==> src/verilog/swrd_pkg.sv <==
// Constants for the route, debug-pin and link-status configuration block.
// Assumes one switch clock and an AHB-Lite master that issues whole-word single transfers.
// Summary of operation
// - Upper table holds eight directions for first mismatch in identifier bits 15..8.
// - Packet routes by direction of most significant bit differing from node identifier.
// - Upper directions are 4-bit RW, reset 0; 31:28 for bit 15 down to 3:0.
// - With debug-call enable bit 1 set, debug pin activity raises a core debug call.
// - With bit 0 set, debug pin is pulled low while node is in debug mode.
// - Debug source bit 4 marks the pin as cause of the latest debug interrupt.
// - Debug source bit 0 marks the tile as cause; other bits reserved, read zero.
// - Eight external link status registers at 0x20..0x27, links C,D,B,A,G,H,E,F.
// - Bits 25:24 show destination link type while link routes into the switch.
// - Bits 23:16 show destination link number while routing inward; reset zero.
// - Bits 11:8 hold the link's direction, written by software, used for routing.
// - Bits 5:4 select link network for quality of service on every link; reset zero.
// - Bit 2 reads one while the current packet is discarded as junk.
// - Bit 1 reads one while switch sends data out over a route from another link.
// - Bit 0 reads one while link feeds the switch with a route established.
// - Processor link registers 0x40..0x43 share the fields except direction; 15:6 reserved.
// - Node holds a 16-bit RW identifier, reset zero, compared MSB first.
// - Lower table supplies eight directions for first mismatch in identifier bits 7..0.
package swrd_pkg;
	localparam int NUM_EXT    = 8;
	localparam int NUM_PLINK  = 4;
	localparam int DIR_W      = 4;
	localparam int NET_W      = 2;
	localparam int ID_W       = 16;
	localparam int DTYPE_W    = 2;
	localparam int DNUM_W     = 8;
	localparam int IDX_LSB    = 2;
	localparam int IDX_MSB    = 9;
	localparam int IRQ_W      = 3;
	// Register indices; byte address is four times the index
	localparam logic [7:0] IDX_NODE_ID  = 8'h05;
	localparam logic [7:0] IDX_DIR_LO   = 8'h0C;
	localparam logic [7:0] IDX_DIR_HI   = 8'h0D;
	localparam logic [7:0] IDX_DBG_CFG  = 8'h10;
	localparam logic [7:0] IDX_IRQ_STAT = 8'h11;
	localparam logic [7:0] IDX_IRQ_MASK = 8'h12;
	localparam logic [7:0] IDX_DBG_SRC  = 8'h1F;
	localparam logic [7:0] IDX_EXT_BASE = 8'h20;
	localparam logic [7:0] IDX_PL_BASE  = 8'h40;
	// Link status field positions
	localparam int ST_TYPE_LSB = 24;
	localparam int ST_NUM_LSB  = 16;
	localparam int ST_DIR_LSB  = 8;
	localparam int ST_NET_LSB  = 4;
	localparam int ST_JUNK_BIT = 2;
	localparam int ST_OUT_BIT  = 1;
	localparam int ST_IN_BIT   = 0;
	// Debug configuration and source bits
	localparam int DBG_DRIVE_BIT = 0;
	localparam int DBG_CALL_BIT  = 1;
	localparam int SRC_TILE_BIT  = 0;
	localparam int SRC_PIN_BIT   = 4;
	// Interrupt status bits
	localparam int IRQ_PIN_BIT  = 0;
	localparam int IRQ_TILE_BIT = 1;
	localparam int IRQ_JUNK_BIT = 2;
	localparam logic [31:0] WORD_RST = 32'h0000_0000;
	localparam logic [1:0]  HTRANS_NONSEQ = 2'h2;
endpackage

==> src/verilog/swrd_top.sv <==
// Route tables, node identifier, debug pin and link status registers behind AHB-Lite.
// Assumes a single AHB-Lite master, whole-word transfers, and fabric inputs on clk.
`timescale 1ns/1ps
module swrd_top
	import swrd_pkg::*;
#(
	parameter int NEXT = NUM_EXT,
	parameter int NPL  = NUM_PLINK
)(
	// Clock and reset
	input  wire logic                     clk,
	input  wire logic                     reset_n,
	// AHB-Lite slave
	input  wire logic                     hsel,
	input  wire logic [31:0]              haddr,
	input  wire logic [1:0]               htrans,
	input  wire logic                     hwrite,
	input  wire logic [2:0]               hsize,
	input  wire logic [31:0]              hwdata,
	input  wire logic                     hready,
	output logic                          hreadyout,
	output logic                          hresp,
	output logic      [31:0]              hrdata,
	// Route lookup
	input  wire logic                     routeReq,
	input  wire logic [ID_W-1:0]          routeDestId,
	output logic                          routeDone,
	output logic      [DIR_W-1:0]         routeDir,
	output logic                          routeLocal,
	// Link fabric status, external links first then processor links
	input  wire logic [NEXT+NPL-1:0]      linkInRoute,
	input  wire logic [NEXT+NPL-1:0]      linkOutRoute,
	input  wire logic [NEXT+NPL-1:0]      linkJunk,
	input  wire logic [(NEXT+NPL)*2-1:0]  linkDstType,
	input  wire logic [(NEXT+NPL)*8-1:0]  linkDstNum,
	output logic      [NEXT*DIR_W-1:0]    linkDirection,
	output logic      [(NEXT+NPL)*2-1:0]  linkNetwork,
	// Debug
	input  wire logic                     nodeInDebug,
	input  wire logic                     tileDebugReq,
	input  wire logic                     debugPinIn,
	output logic                          debugPinOut,
	output logic                          debugPinOe_n,
	output logic                          debugCallTrap,
	// Interrupt
	output logic                          irq
);
	localparam int NL = NEXT + NPL;

	typedef struct packed {
		logic [ID_W-1:0]       nodeId;
		logic [31:0]           dirLow;
		logic [31:0]           dirHigh;
		logic [1:0]            dbgCfg;
		logic [NEXT*DIR_W-1:0] extDir;
		logic [NL*NET_W-1:0]   net;
		logic [IRQ_W-1:0]      irqStat;
		logic [IRQ_W-1:0]      irqMask;
		logic                  irq;
		logic                  ready;
		logic [31:0]           rdata;
		logic                  rdPend;
		logic                  wrPend;
		logic                  idxOk;
		logic [7:0]            idx;
		logic                  routeDone;
		logic [DIR_W-1:0]      routeDir;
		logic                  routeLocal;
		logic [NL-1:0]         junkPrev;
	} swrd_state_t;

	swrd_state_t st_q;
	swrd_state_t st_d;

	logic             addrPhase;
	logic [DIR_W-1:0] lookDir;
	logic             lookLocal;
	logic             srcWrEn;
	logic             srcPin;
	logic             srcTile;
	logic             pinEvent;
	logic             tileEvent;
	logic [31:0]      rdWord;
	logic [31:0]      linkWord [NL];
	logic [DIR_W-1:0] dirField [NL];
	logic             wrLive;
	logic             rdLive;

	// Status word per link; type and number only mean something while routing inward
	genvar k;
	generate
		for (k = 0; k < NL; k++) begin : g_link
			// Processor links carry no direction field
			if (k < NEXT) begin : g_dir
				assign dirField[k] = st_q.extDir[k*DIR_W +: DIR_W];
			end else begin : g_nodir
				assign dirField[k] = '0;
			end
			always_comb begin
				linkWord[k] = WORD_RST;
				if (linkInRoute[k]) begin
					linkWord[k][ST_TYPE_LSB +: DTYPE_W] = linkDstType[k*DTYPE_W +: DTYPE_W];
					linkWord[k][ST_NUM_LSB +: DNUM_W] = linkDstNum[k*DNUM_W +: DNUM_W];
				end
				linkWord[k][ST_DIR_LSB +: DIR_W] = dirField[k];
				linkWord[k][ST_NET_LSB +: NET_W] = st_q.net[k*NET_W +: NET_W];
				linkWord[k][ST_JUNK_BIT] = linkJunk[k];
				linkWord[k][ST_OUT_BIT] = linkOutRoute[k];
				linkWord[k][ST_IN_BIT] = linkInRoute[k];
			end
		end
	endgenerate

	swrd_route swrd_route_inst (
		.nodeId    (st_q.nodeId),
		.destId    (routeDestId),
		.dirLow    (st_q.dirLow),
		.dirHigh   (st_q.dirHigh),
		.direction (lookDir),
		.isLocal   (lookLocal)
	);

	assign srcWrEn = st_q.wrPend && st_q.idxOk && (st_q.idx == IDX_DBG_SRC);

	swrd_debug swrd_debug_inst (
		.clk           (clk),
		.reset_n       (reset_n),
		.cfgDrive      (st_q.dbgCfg[DBG_DRIVE_BIT]),
		.cfgCall       (st_q.dbgCfg[DBG_CALL_BIT]),
		.nodeInDebug   (nodeInDebug),
		.tileDebugReq  (tileDebugReq),
		.debugCallTrap (debugCallTrap),
		.debugPinIn    (debugPinIn),
		.debugPinOut   (debugPinOut),
		.debugPinOe_n  (debugPinOe_n),
		.srcWrEn       (srcWrEn),
		.srcWrPin      (hwdata[SRC_PIN_BIT]),
		.srcWrTile     (hwdata[SRC_TILE_BIT]),
		.srcPin        (srcPin),
		.srcTile       (srcTile),
		.pinEvent      (pinEvent),
		.tileEvent     (tileEvent)
	);

	// Read mux over the registered index; unmapped reads return zero
	always_comb begin
		rdWord = WORD_RST;
		if (st_q.idxOk) begin
			case (st_q.idx)
				IDX_NODE_ID: rdWord[ID_W-1:0] = st_q.nodeId;
				IDX_DIR_LO: rdWord = st_q.dirLow;
				IDX_DIR_HI: rdWord = st_q.dirHigh;
				IDX_DBG_CFG: rdWord[1:0] = st_q.dbgCfg;
				IDX_IRQ_STAT: rdWord[IRQ_W-1:0] = st_q.irqStat;
				IDX_IRQ_MASK: rdWord[IRQ_W-1:0] = st_q.irqMask;
				IDX_DBG_SRC: begin
					rdWord[SRC_PIN_BIT] = srcPin;
					rdWord[SRC_TILE_BIT] = srcTile;
				end
				default: begin
					for (int i = 0; i < NEXT; i++) begin
						if (st_q.idx == IDX_EXT_BASE + 8'(i)) begin
							rdWord = linkWord[i];
						end
					end
					for (int j = 0; j < NPL; j++) begin
						if (st_q.idx == IDX_PL_BASE + 8'(j)) begin
							rdWord = linkWord[NEXT+j];
						end
					end
				end
			endcase
		end
	end

	always_comb begin
		st_d = st_q;
		addrPhase = hsel && (htrans == HTRANS_NONSEQ) && hready;

		// Write data phase
		if (st_q.wrPend && st_q.idxOk) begin
			case (st_q.idx)
				IDX_NODE_ID: st_d.nodeId = hwdata[ID_W-1:0];
				IDX_DIR_LO: st_d.dirLow = hwdata;
				IDX_DIR_HI: st_d.dirHigh = hwdata;
				IDX_DBG_CFG: st_d.dbgCfg = hwdata[1:0];
				IDX_IRQ_STAT: st_d.irqStat = st_q.irqStat & ~hwdata[IRQ_W-1:0];
				IDX_IRQ_MASK: st_d.irqMask = hwdata[IRQ_W-1:0];
				default: begin
					for (int i = 0; i < NEXT; i++) begin
						if (st_q.idx == IDX_EXT_BASE + 8'(i)) begin
							st_d.extDir[i*DIR_W +: DIR_W] = hwdata[ST_DIR_LSB +: DIR_W];
							st_d.net[i*NET_W +: NET_W] = hwdata[ST_NET_LSB +: NET_W];
						end
					end
					for (int j = 0; j < NPL; j++) begin
						if (st_q.idx == IDX_PL_BASE + 8'(j)) begin
							st_d.net[(NEXT+j)*NET_W +: NET_W] = hwdata[ST_NET_LSB +: NET_W];
						end
					end
				end
			endcase
		end

		// Reads take one wait state so the data always reflects any write just before
		st_d.wrPend = addrPhase && hwrite;
		st_d.rdPend = addrPhase && !hwrite;
		st_d.ready = !(addrPhase && !hwrite);
		if (addrPhase) begin
			st_d.idx = haddr[IDX_MSB:IDX_LSB];
			st_d.idxOk = (haddr[31:IDX_MSB+1] == '0);
		end
		if (st_q.rdPend) begin
			st_d.rdata = rdWord;
		end

		// Sticky events; a set in the clearing cycle survives
		st_d.junkPrev = linkJunk;
		st_d.irqStat[IRQ_PIN_BIT] = st_d.irqStat[IRQ_PIN_BIT] | pinEvent;
		st_d.irqStat[IRQ_TILE_BIT] = st_d.irqStat[IRQ_TILE_BIT] | tileEvent;
		st_d.irqStat[IRQ_JUNK_BIT] = st_d.irqStat[IRQ_JUNK_BIT] | (|(linkJunk & ~st_q.junkPrev));
		st_d.irq = |(st_d.irqStat & st_d.irqMask);

		// Route lookup uses the tables as they stand this cycle
		st_d.routeDone = routeReq;
		if (routeReq) begin
			st_d.routeDir = lookLocal ? '0 : lookDir;
			st_d.routeLocal = lookLocal;
		end
	end

	always_ff @(posedge clk or negedge reset_n) begin
		if (!reset_n) begin
			st_q <= '{ready: 1'b1, rdata: WORD_RST, dirLow: WORD_RST, dirHigh: WORD_RST,
				default: '0};
		end else begin
			st_q <= st_d;
		end
	end

	assign hreadyout = st_q.ready;
	assign hresp = 1'b0;
	assign hrdata = st_q.rdata;
	assign routeDone = st_q.routeDone;
	assign routeDir = st_q.routeDir;
	assign routeLocal = st_q.routeLocal;
	assign linkDirection = st_q.extDir;
	assign linkNetwork = st_q.net;
	assign irq = st_q.irq;

	// Data-phase qualifiers for the checks below
	assign wrLive = st_q.wrPend && st_q.idxOk;
	assign rdLive = st_q.rdPend && st_q.idxOk;
endmodule

==> src/verilog/swrd_route.sv <==
// Most-significant-mismatch direction lookup, purely combinational.
// Assumes the caller registers the result.
`timescale 1ns/1ps
module swrd_route
	import swrd_pkg::*;
(
	// Identifiers
	input  wire logic [ID_W-1:0]     nodeId,
	input  wire logic [ID_W-1:0]     destId,
	// Direction tables
	input  wire logic [31:0]         dirLow,
	input  wire logic [31:0]         dirHigh,
	// Result
	output logic      [DIR_W-1:0]    direction,
	output logic                     isLocal
);
	logic [ID_W-1:0]  mismatch;
	logic [DIR_W-1:0] dirOf [ID_W];

	assign mismatch = nodeId ^ destId;

	genvar b;
	generate
		for (b = 0; b < ID_W; b++) begin : g_bit
			if (b >= 8) begin : g_hi
				assign dirOf[b] = dirHigh[(b-8)*DIR_W +: DIR_W];
			end else begin : g_lo
				assign dirOf[b] = dirLow[b*DIR_W +: DIR_W];
			end
		end
	endgenerate

	// Later (higher) bits override, so the top mismatch wins
	always_comb begin
		direction = '0;
		for (int i = 0; i < ID_W; i++) begin
			if (mismatch[i]) begin
				direction = dirOf[i];
			end
		end
		isLocal = (mismatch == '0);
	end
endmodule

==> src/verilog/swrd_debug.sv <==
// Debug request pin control and debug source tracking.
// Assumes the pin level is synchronous to clk; the board pulls the wire high.
`timescale 1ns/1ps
module swrd_debug
	import swrd_pkg::*;
(
	// Clock and reset
	input  wire logic clk,
	input  wire logic reset_n,
	// Configuration
	input  wire logic cfgDrive,
	input  wire logic cfgCall,
	// Node side
	input  wire logic nodeInDebug,
	input  wire logic tileDebugReq,
	output logic      debugCallTrap,
	// Open-drain pin
	input  wire logic debugPinIn,
	output logic      debugPinOut,
	output logic      debugPinOe_n,
	// Source register access
	input  wire logic srcWrEn,
	input  wire logic srcWrPin,
	input  wire logic srcWrTile,
	output logic      srcPin,
	output logic      srcTile,
	// Event pulses
	output logic      pinEvent,
	output logic      tileEvent
);
	typedef struct packed {
		logic pinPrev;
		logic callTrap;
		logic oe_n;
		logic srcPin;
		logic srcTile;
		logic pinEvt;
		logic tileEvt;
	} swrd_dbg_t;

	swrd_dbg_t st_q;
	swrd_dbg_t st_d;
	logic      pinFall;

	always_comb begin
		st_d = st_q;
		// Own pull-down must not re-trigger a call on this node
		pinFall = st_q.pinPrev && !debugPinIn && st_q.oe_n;
		st_d.pinPrev = debugPinIn;
		st_d.pinEvt = pinFall && cfgCall;
		st_d.callTrap = pinFall && cfgCall;
		st_d.tileEvt = tileDebugReq;
		st_d.oe_n = !(cfgDrive && nodeInDebug);
		if (srcWrEn) begin
			st_d.srcPin = srcWrPin;
			st_d.srcTile = srcWrTile;
		end
		// Events win over a software write in the same cycle
		if (st_d.pinEvt || tileDebugReq) begin
			st_d.srcPin = st_d.pinEvt;
			st_d.srcTile = tileDebugReq;
		end
	end

	always_ff @(posedge clk or negedge reset_n) begin
		if (!reset_n) begin
			st_q <= '{pinPrev: 1'b1, oe_n: 1'b1, default: 1'b0};
		end else begin
			st_q <= st_d;
		end
	end

	assign debugCallTrap = st_q.callTrap;
	assign debugPinOut = 1'b0;
	assign debugPinOe_n = st_q.oe_n;
	assign srcPin = st_q.srcPin;
	assign srcTile = st_q.srcTile;
	assign pinEvent = st_q.pinEvt;
	assign tileEvent = st_q.tileEvt;
endmodule

==> config.mk <==
export PLATFORM = sky130hd
export DESIGN_NAME = swrd_top
export DESIGN_NICKNAME = d
export VERILOG_FILES = /design/src/verilog/swrd_pkg.sv /design/src/verilog/swrd_top.sv /design/src/verilog/swrd_route.sv /design/src/verilog/swrd_debug.sv
export SDC_FILE = /design/constraint.sdc
export NUM_CORES = 1
export LEC_CHECK = 0
export BUFFER_PORTS_ARGS = -buffer_cell sky130_fd_sc_hd__buf_4
export CORE_AREA = 2 2 209 211
export DETAILED_ROUTE_END_ITERATION = 10
export DIE_AREA = 0 0 211 213
export GPL_TIMING_DRIVEN = 0
export PLACE_DENSITY = 0.49
export SETUP_SLACK_MARGIN = 0.5
export SYNTH_ARGS = -nofsm -noshare
export SYNTH_HDL_FRONTEND = slang
export SYNTH_HIERARCHICAL = 1
export SYNTH_SLANG_ARGS = --single-unit
==> constraint.sdc <==
create_clock -name clk -period 2.3 [get_ports clk]
set_input_delay 0.46 -clock clk [delete_from_list [all_inputs] [get_ports clk]]
set_output_delay 0.46 -clock clk [all_outputs]
set_load 0.1 [all_outputs]
==> run summary, run 1 <==
Sw Ratio -> 34.3%
PwrDens -> 637 nW/um^2
Die height -> 213 um
Hpwl dp -> 41.8 mm
Fin Setup TNS -> -2.34 ns
Failing checks -> setup timing
Clock power frac -> 35.0%
Via density per instance -> 5.28
TritonCTS Buffers -> 26
Startpoint types -> flip-flop
Fin. max-slew vios -> 0
Area grow syn2layout -> 48.7%
WL met1 -> 24.1 mm
Final setup viols -> 52
Synthesized flop and latch total -> 213
GRT overflow -> 0
Area contributors post-synth -> dfrtp_1 (42%), mux2_2 (14%), buf_4 (5.9%)
Initial antenna violation count -> 5
Outcome -> finished with violations
Max_slew headroom -> 47.5%
Clk buf depth -> 3
Number of flops mapped to enable cells by yosys -> 0
Vias in the first global route -> 12100
Tcrit/Tclk final -> 108%
Netlist cell types -> 74
Initial drt markers -> 806
Min-Delay Path Depth -> 1
Sequential power share -> 34.6%
Final Hold Vio Count -> 0
Ys flop type -> dfrtp_1
Crit path required time -> 2.74 ns
RePlAce Congestion -> 0.894
Vias post-DR -> 11800
Worst skew pair latency -> 0.55 ns
Share of post-route cells with drive strength above 1 -> 54.8%
Worst Path Max Fanout -> 6
Top cell type's share of synthesized area -> 41.6%
Nets -> 1916
Clk sinks -> 213
Fin worst setup slack -> -0.190 ns
CTS Root Cell -> clkbuf_16
Lkg Pwr -> 8.31 nW
DR WL met3 -> 3.51 mm
Worst Skew -> 0.0250 ns
# rows -> 76
Routed met2 length -> 25.9 mm
H-tree lvl count -> 1
RSZ-0062 raised after global routing -> yes
Period minus WS final -> 2.49 ns
Worst-case reg-to-reg path depth -> 9
Logic pwr share -> 30.3%
Mapped Cells -> 1230
Ys Warns -> 6
Place WS -> -0.600 ns
Die Area -> 44900 um^2
Top sig layer -> met5
Routed wire length -> 54.8 mm
Router iterations before antenna repair -> 4
First-pass GRT wire length -> 79.1 mm
Mapped cell area -> 12600 um^2
Most frequent cells in the layout -> buf_4 (479), dfrtp_1 (202), mux2_2 (144)
Worst-margin pin slew -> 0.787 ns
Commonest non-fill, non-tap cell in the layout -> buf_4
Max-Cap Viols -> 0
TritonCTS clock tree -> built
Worst Setup Path Type -> flip-flop to flip-flop
I/O pin count -> 350
Avg Cell Area, Syn -> 10.3 um^2
Core Box Area -> 42700 um^2
Internal cell power -> 7.86 mW
Largest net degree at the start of global routing -> 120
Peak VDD IR -> 0.000375 V
Buffers on Ports -> 342
Net Sw Power -> 4.11 mW
Clk slew on worst S/H paths -> 0.06 ns
Syn_nets -> 1480
Worst path arrival time -> 2.93 ns
Worst hold path type -> primary input to flip-flop
Gr usage total -> 23.7%
CP endpoint kind -> flip-flop
Die W -> 211 um
Sequential-to-total area share from yosys stat -> 42.2%
Initial core utilization -> 29.6%
Routed wire per std cell -> 24.5 um
FMAX -> 402 MHz
ANT nets after route -> 0
Synth async-reset ratio -> 100%
Cell taking the most area after synthesis -> dfrtp_1
DRC -> 0
==> per-layer routing <==
layer  up-vias  GRT usage [%]
met5         -              0
met3        66           4.24
met2       408           38.9
met1      5974           32.2
met4         2           6.78
li1       5349              -
==> layout make-up <==
cell class              count  area [um^2]
fillers                  4160        23900
multi-input cells         809         6980
flip-flops and latches    213         5340
repair buffers            408         3380
plain buffers             176         1400
clock buffers              38          797
well taps                 546          683
inverters                  32          120
clock inverters             8         72.6
diodes                      4         10.0
==> metrics by stage <==
step	hold slack [ns]	utilization, %	instances	instance area (um^2)	power [mW]
6_report	0.0288	44.0	2234	18800	12.0
5_1_grt	0.0125	44.0	2234	18800	12.4
4_1_cts	0.00466	42.4	2212	18100	11.9
3_5_place_dp	0.457	37.5	2119	16000	7.27
3_3_place_gp	0.452	37.4	2118	16000	7.25
2_1_floorplan	0.164	-	1230	12700	6.04
==> cell usage after synthesis, types with 13 or more instances <==
cell and count:
dfrtp_1 210, mux2_2 152, buf_4 99, a21oi_1 82, nand2_1 81, nor2_1 49
nand3_1 42, clkbuf_1 36, buf_2 33, a22oi_1 32, inv_1 32, o21ai_0 31
nor3_1 29, mux2i_1 22, o221ai_1 20, o22ai_1 18, a31oi_1 17, nor4_1 17
a211oi_1 16, a221oi_1 13
==> final timing paths <==
path                                        from  slack [ns]                                endpoint
max in group asynchronous                reset_n        0.63                   st_q[200]$_DFFE_PN0P_
min                                   debugPinIn        0.03       swrd_debug_inst/st_q[6]$_DFF_PN1_
min in group asynchronous                reset_n        0.53           linkDirection[16]$_DFFE_PN0P_
max                         st_q[24]$_DFFE_PN0P_       -0.19                   hrdata[5]$_DFFE_PN0P_
max reg2reg                 st_q[24]$_DFFE_PN0P_       -0.19                   hrdata[5]$_DFFE_PN0P_
min reg2reg                st_q[125]$_DFFE_PN0P_        0.47  swrd_debug_inst/debugPinOe_n$_DFF_PN1_
==> registers in the layout (all words and copies together), names as in the netlist <==
register,flops
routeDone,1
routeDir,4
linkDirection,32
linkNetwork,24
irq,1
swrd_debug_inst/st_q,1
swrd_debug_inst/pinEvent,1
swrd_debug_inst/srcTile,1
hrdata,32
swrd_debug_inst/srcPin,1
hreadyout,1
st_q,111
routeLocal,1
swrd_debug_inst/tileEvent,1
swrd_debug_inst/debugPinOe_n,1
==> power by group through the flow <==
stage               Sequential, mW  Combinational (mW)  Clock (mW)
floorplan                     4.14                1.90           0
global placement              4.19                3.06           0
detailed placement            4.20                3.07           0
CTS                           4.13                3.44        4.29
global route                  4.17                3.83        4.43
finish                        4.14                3.63        4.19
==> worst max-delay path, stage by stage (launching register included) <==
cell       delay (ns)
dfrtp_1          0.42
or4b_4           0.59
buf_12           0.16
or2_1            0.22
buf_6            0.15
buf_12           0.14
a221oi_4         0.22
nor3_2           0.08
a2111oi_2        0.21
o21ba_1          0.19
==> cells by family (layout without fill, tap and decap cells) <==
logic type	Yosys count	count (layout)	share of synthesized area (%)
other	2	6	0.0594
AOI/OAI and AO/OA	317	317	17.3
xor gates and xnor gates	22	22	1.73
muxes	188	188	17.4
DFF	213	213	42.2
buffers and inverters	208	662	9.57
and+or+nand+nor	280	280	11.7
==> what timing repair did <==
| item | 4_1_cts | 5_1_grt |
|---|---|---|
| cloned | 6 | 0 |
| hold endpoints to repair | 75 | 0 |
| pin swaps | 39 | 43 |
| buffers inserted | 40 | 18 |
| resized for setup | 162 | 136 |
| hold buffers | 1 | 0 |
| setup endpoints to repair | 212 | 337 |
Power figures use the tool's default switching activity.
==> inputs of run 2 (changes only) <==
--- a/config.mk
+++ b/config.mk
@@ -10,7 +10,6 @@
 export DETAILED_ROUTE_END_ITERATION = 10
 export DIE_AREA = 0 0 211 213
 export GPL_TIMING_DRIVEN = 0
-export PLACE_DENSITY = 0.49
 export SETUP_SLACK_MARGIN = 0.5
 export SYNTH_ARGS = -nofsm -noshare
 export SYNTH_HDL_FRONTEND = slang
==> run summary, run 2 (synthesis gave the netlist of run 1 again) <==
RSZ-0062 raised after global routing -> yes (unchanged)
Tcrit/Tclk final -> 108% (about the same)
Fin Setup TNS -> -8.26 ns (was -2.34 ns)
Die height -> 213 um (unchanged)
Max incr delay on CP -> 0.56 ns (was 0.59 ns)
CP endpoint kind -> flip-flop (unchanged)
Antenna cells -> 0 (was 4)
I/O pin count -> 350 (unchanged)
Sequential power share -> 34.2% (was 34.6%)
Worst Skew -> 0.0265 ns (was 0.0250 ns)
Internal cell power -> 7.97 mW (was 7.86 mW)
Max_slew headroom -> 35.5% (was 47.5%)
Hold WS -> -0.0209 ns (was 0.0288 ns)
Clk slew on worst S/H paths -> 0.06 ns (about the same)
DRC -> 0 (unchanged)
Fin. max-slew vios -> 0 (unchanged)
Routed wire length -> 54.7 mm (was 54.8 mm)
Startpoint types -> flip-flop (unchanged)
Gr usage total -> 22.5% (was 23.7%)
Lkg Pwr -> 9.15 nW (was 8.31 nW)
TritonCTS Buffers -> 26 (unchanged)
Critical-path cell list -> or4b_4 -> buf_12 -> or2_1 -> buf_6 -> buf_12 -> buf_16 -> a21oi_4 -> o21ai_2 -> a211oi_2 -> o21ai_1 (was or4b_4 -> buf_12 -> or2_1 -> buf_6 -> buf_12 -> a221oi_4 -> nor3_2 -> a2111oi_2 -> o21ba_1)
Seq. cell area -> 5350 um^2 (was 5340 um^2)
CP most frequent cell -> buf_12 (unchanged)
Final Hold Vio Count -> 6 (was 0)
Clk sinks -> 213 (unchanged)
Fillers -> 3910 (was 4160)
TritonCTS clock tree -> built (unchanged)
Max FFs per register -> 111 (unchanged)
Final setup viols -> 96 (was 52)
Net Sw Power -> 4.18 mW (was 4.11 mW)
Initial core utilization -> 29.6% (unchanged)
Buffers on Ports -> 342 (unchanged)
Largest net degree at the start of global routing -> 113 (was 120)
Router iterations before antenna repair -> 5 (was 4)
Peak VDD IR -> 0.000505 V (was 0.000375 V)
Initial antenna violation count -> 0 (was 5)
GRT overflow -> 0 (unchanged)
Crit path buf inv count -> 4 (was 3)
Worst hold path type -> primary input to asynchronous set/reset pin (was primary input to flip-flop)
Commonest non-fill, non-tap cell in the layout -> buf_4 (unchanged)
Fin worst setup slack -> -0.194 ns (was -0.190 ns)
Routed wire per std cell -> 24.2 um (was 24.5 um)
Most frequent cells in the layout -> buf_4 (440), dfrtp_1 (199), mux2_4 (100) (was buf_4 (479), dfrtp_1 (202), mux2_2 (144))
Total power -> 12.1 mW (was 12.0 mW)
Finished Core Util -> 47.0% (was 44.0%)
Failing checks -> hold timing, setup timing (was setup timing)
Area grow syn2layout -> 58.7% (was 48.7%)
Worst Setup Path Type -> flip-flop to flip-flop (unchanged)
Clk buf depth -> 3 (unchanged)
RePlAce Congestion -> 0.918 (was 0.894)
Initial drt markers -> 905 (was 806)
Nets -> 1942 (was 1916)
Crit path required time -> 2.71 ns (was 2.74 ns)
Vias in the first global route -> 12000 (was 12100)
Worst Path Max Fanout -> 5 (was 6)
Period minus WS final -> 2.49 ns (about the same)
Die W -> 211 um (unchanged)
# rows -> 76 (unchanged)
Die Area -> 44900 um^2 (unchanged)
H-tree lvl count -> 1 (unchanged)
Slowest-stage cell, CP -> or4b_4 (unchanged)
Sw Ratio -> 34.4% (was 34.3%)
ANT nets after route -> 0 (unchanged)
Place WS -> -0.780 ns (was -0.600 ns)
Hpwl dp -> 39.8 mm (was 41.8 mm)
Core Box Area -> 42700 um^2 (unchanged)
Worst path arrival time -> 2.91 ns (was 2.93 ns)
First-pass GRT wire length -> 75.6 mm (was 79.1 mm)
Worst-margin pin slew -> 0.967 ns (was 0.787 ns)
Max-Cap Viols -> 0 (unchanged)
Vias post-DR -> 12200 (was 11800)
PwrDens -> 606 nW/um^2 (was 637 nW/um^2)
Outcome -> finished with violations (unchanged)
Worst skew pair latency -> 0.55 ns (about the same)
CTS Root Cell -> clkbuf_16 (unchanged)
Clock power frac -> 33.9% (was 35.0%)
Largest reg by FF count -> st_q (unchanged)
FMAX -> 401 MHz (was 402 MHz)
Footprint of the multi-input gates -> 7660 um^2 (was 6980 um^2)
CP top delay family -> simple AND/OR/NAND/NOR gates (unchanged)
Logic pwr share -> 31.9% (was 30.3%)
Share of post-route cells with drive strength above 1 -> 57.7% (was 54.8%)
Via density per instance -> 5.41 (was 5.28)
Hold Buf Count CTS -> 0 (was 1)
[run 2: cell types whose count changed in the layout (fill, tap and decap cells not counted), moves of 5 or more]
cell,before,now
a21oi_2,17,24
a21oi_1,59,53
o2bb2ai_1,9,0
mux2_2,144,56
buf_6,28,80
mux2_4,10,100
buf_4,479,440
buf_12,18,26
o2bb2ai_4,0,5
[run 2: area by class of cell]
class                   instances  area share (%)
plain buffers                 176            7.31
clock buffers                  39            3.89
clock inverters                 7           0.362
inverters                      32           0.599
multi-input cells             809            38.2
flip-flops and latches        213            26.7
well taps                     546            3.41
repair buffers                434            19.5
[run 2: layer usage]
metal | share of wire [%] | global-route usage, %
met1 | 42 | 29.9
met2 | 48 | 38.0
met3 | 7.0 | 3.12
met4 | 3.4 | 6.73
met5 | 0 | 0
[run 2: per-stage QoR]
| step | cells | instance area (um^2) | hold slack, ns |
|---|---|---|---|
| floorplan | 1230 | 12700 | 0.164 |
| global placement | 2118 | 16000 | 0.461 |
| detailed placement | 2119 | 16000 | 0.462 |
| CTS | 2212 | 18200 | 0.0133 |
| global route | 2256 | 20000 | 0.0240 |
| finish | 2256 | 20000 | -0.0209 |
[run 2: path summary, 6_finish.rpt]
check,depth (start not counted),to,start,slack (ns)
worst max-delay path,10,hrdata[23]$_DFFE_PN0P_,st_q[21]$_DFFE_PN0P_,-0.19
worst min-delay path,1,routeLocal$_DFFE_PN0P_,reset_n,-0.02
worst min register to register,1,st_q[67]$_DFF_PN0_,swrd_debug_inst/tileEvent$_DFF_PN0_,0.46
min in group clk,1,st_q[10]$_DFF_PN0_,linkJunk[10],0.03
max in group asynchronous,2,st_q[27]$_DFF_PN0_,reset_n,1.24
worst max register to register,10,hrdata[23]$_DFFE_PN0P_,st_q[21]$_DFFE_PN0P_,-0.19
[run 2: repair_timing]
action,in CTS,in global routing
pin swaps,49,78
cloned,7,3
resized for setup,191,335
setup buffers,40,41
endpoints found under the setup margin,211,225
[run 2: power groups by stage]
| stage | sequential [mW] | clock, mW | combinational, mW |
|---|---|---|---|
| finish | 4.16 | 4.12 | 3.87 |
| global route | 4.18 | 4.33 | 4.06 |
| CTS | 4.13 | 4.17 | 3.44 |
| detailed placement | 4.19 | 0 | 3.06 |
| global placement | 4.18 | 0 | 3.03 |
| floorplan | 4.14 | 0 | 1.90 |
[run 2: worst reg2reg max path, stage by stage, from the launching register on]
cell and delay (ns):
dfrtp_2 0.43, or4b_4 0.56, buf_12 0.15, or2_1 0.21, buf_6 0.14, buf_12 0.12
buf_16 0.14, a21oi_4 0.11, o21ai_2 0.08, a211oi_2 0.31, o21ai_1 0.11
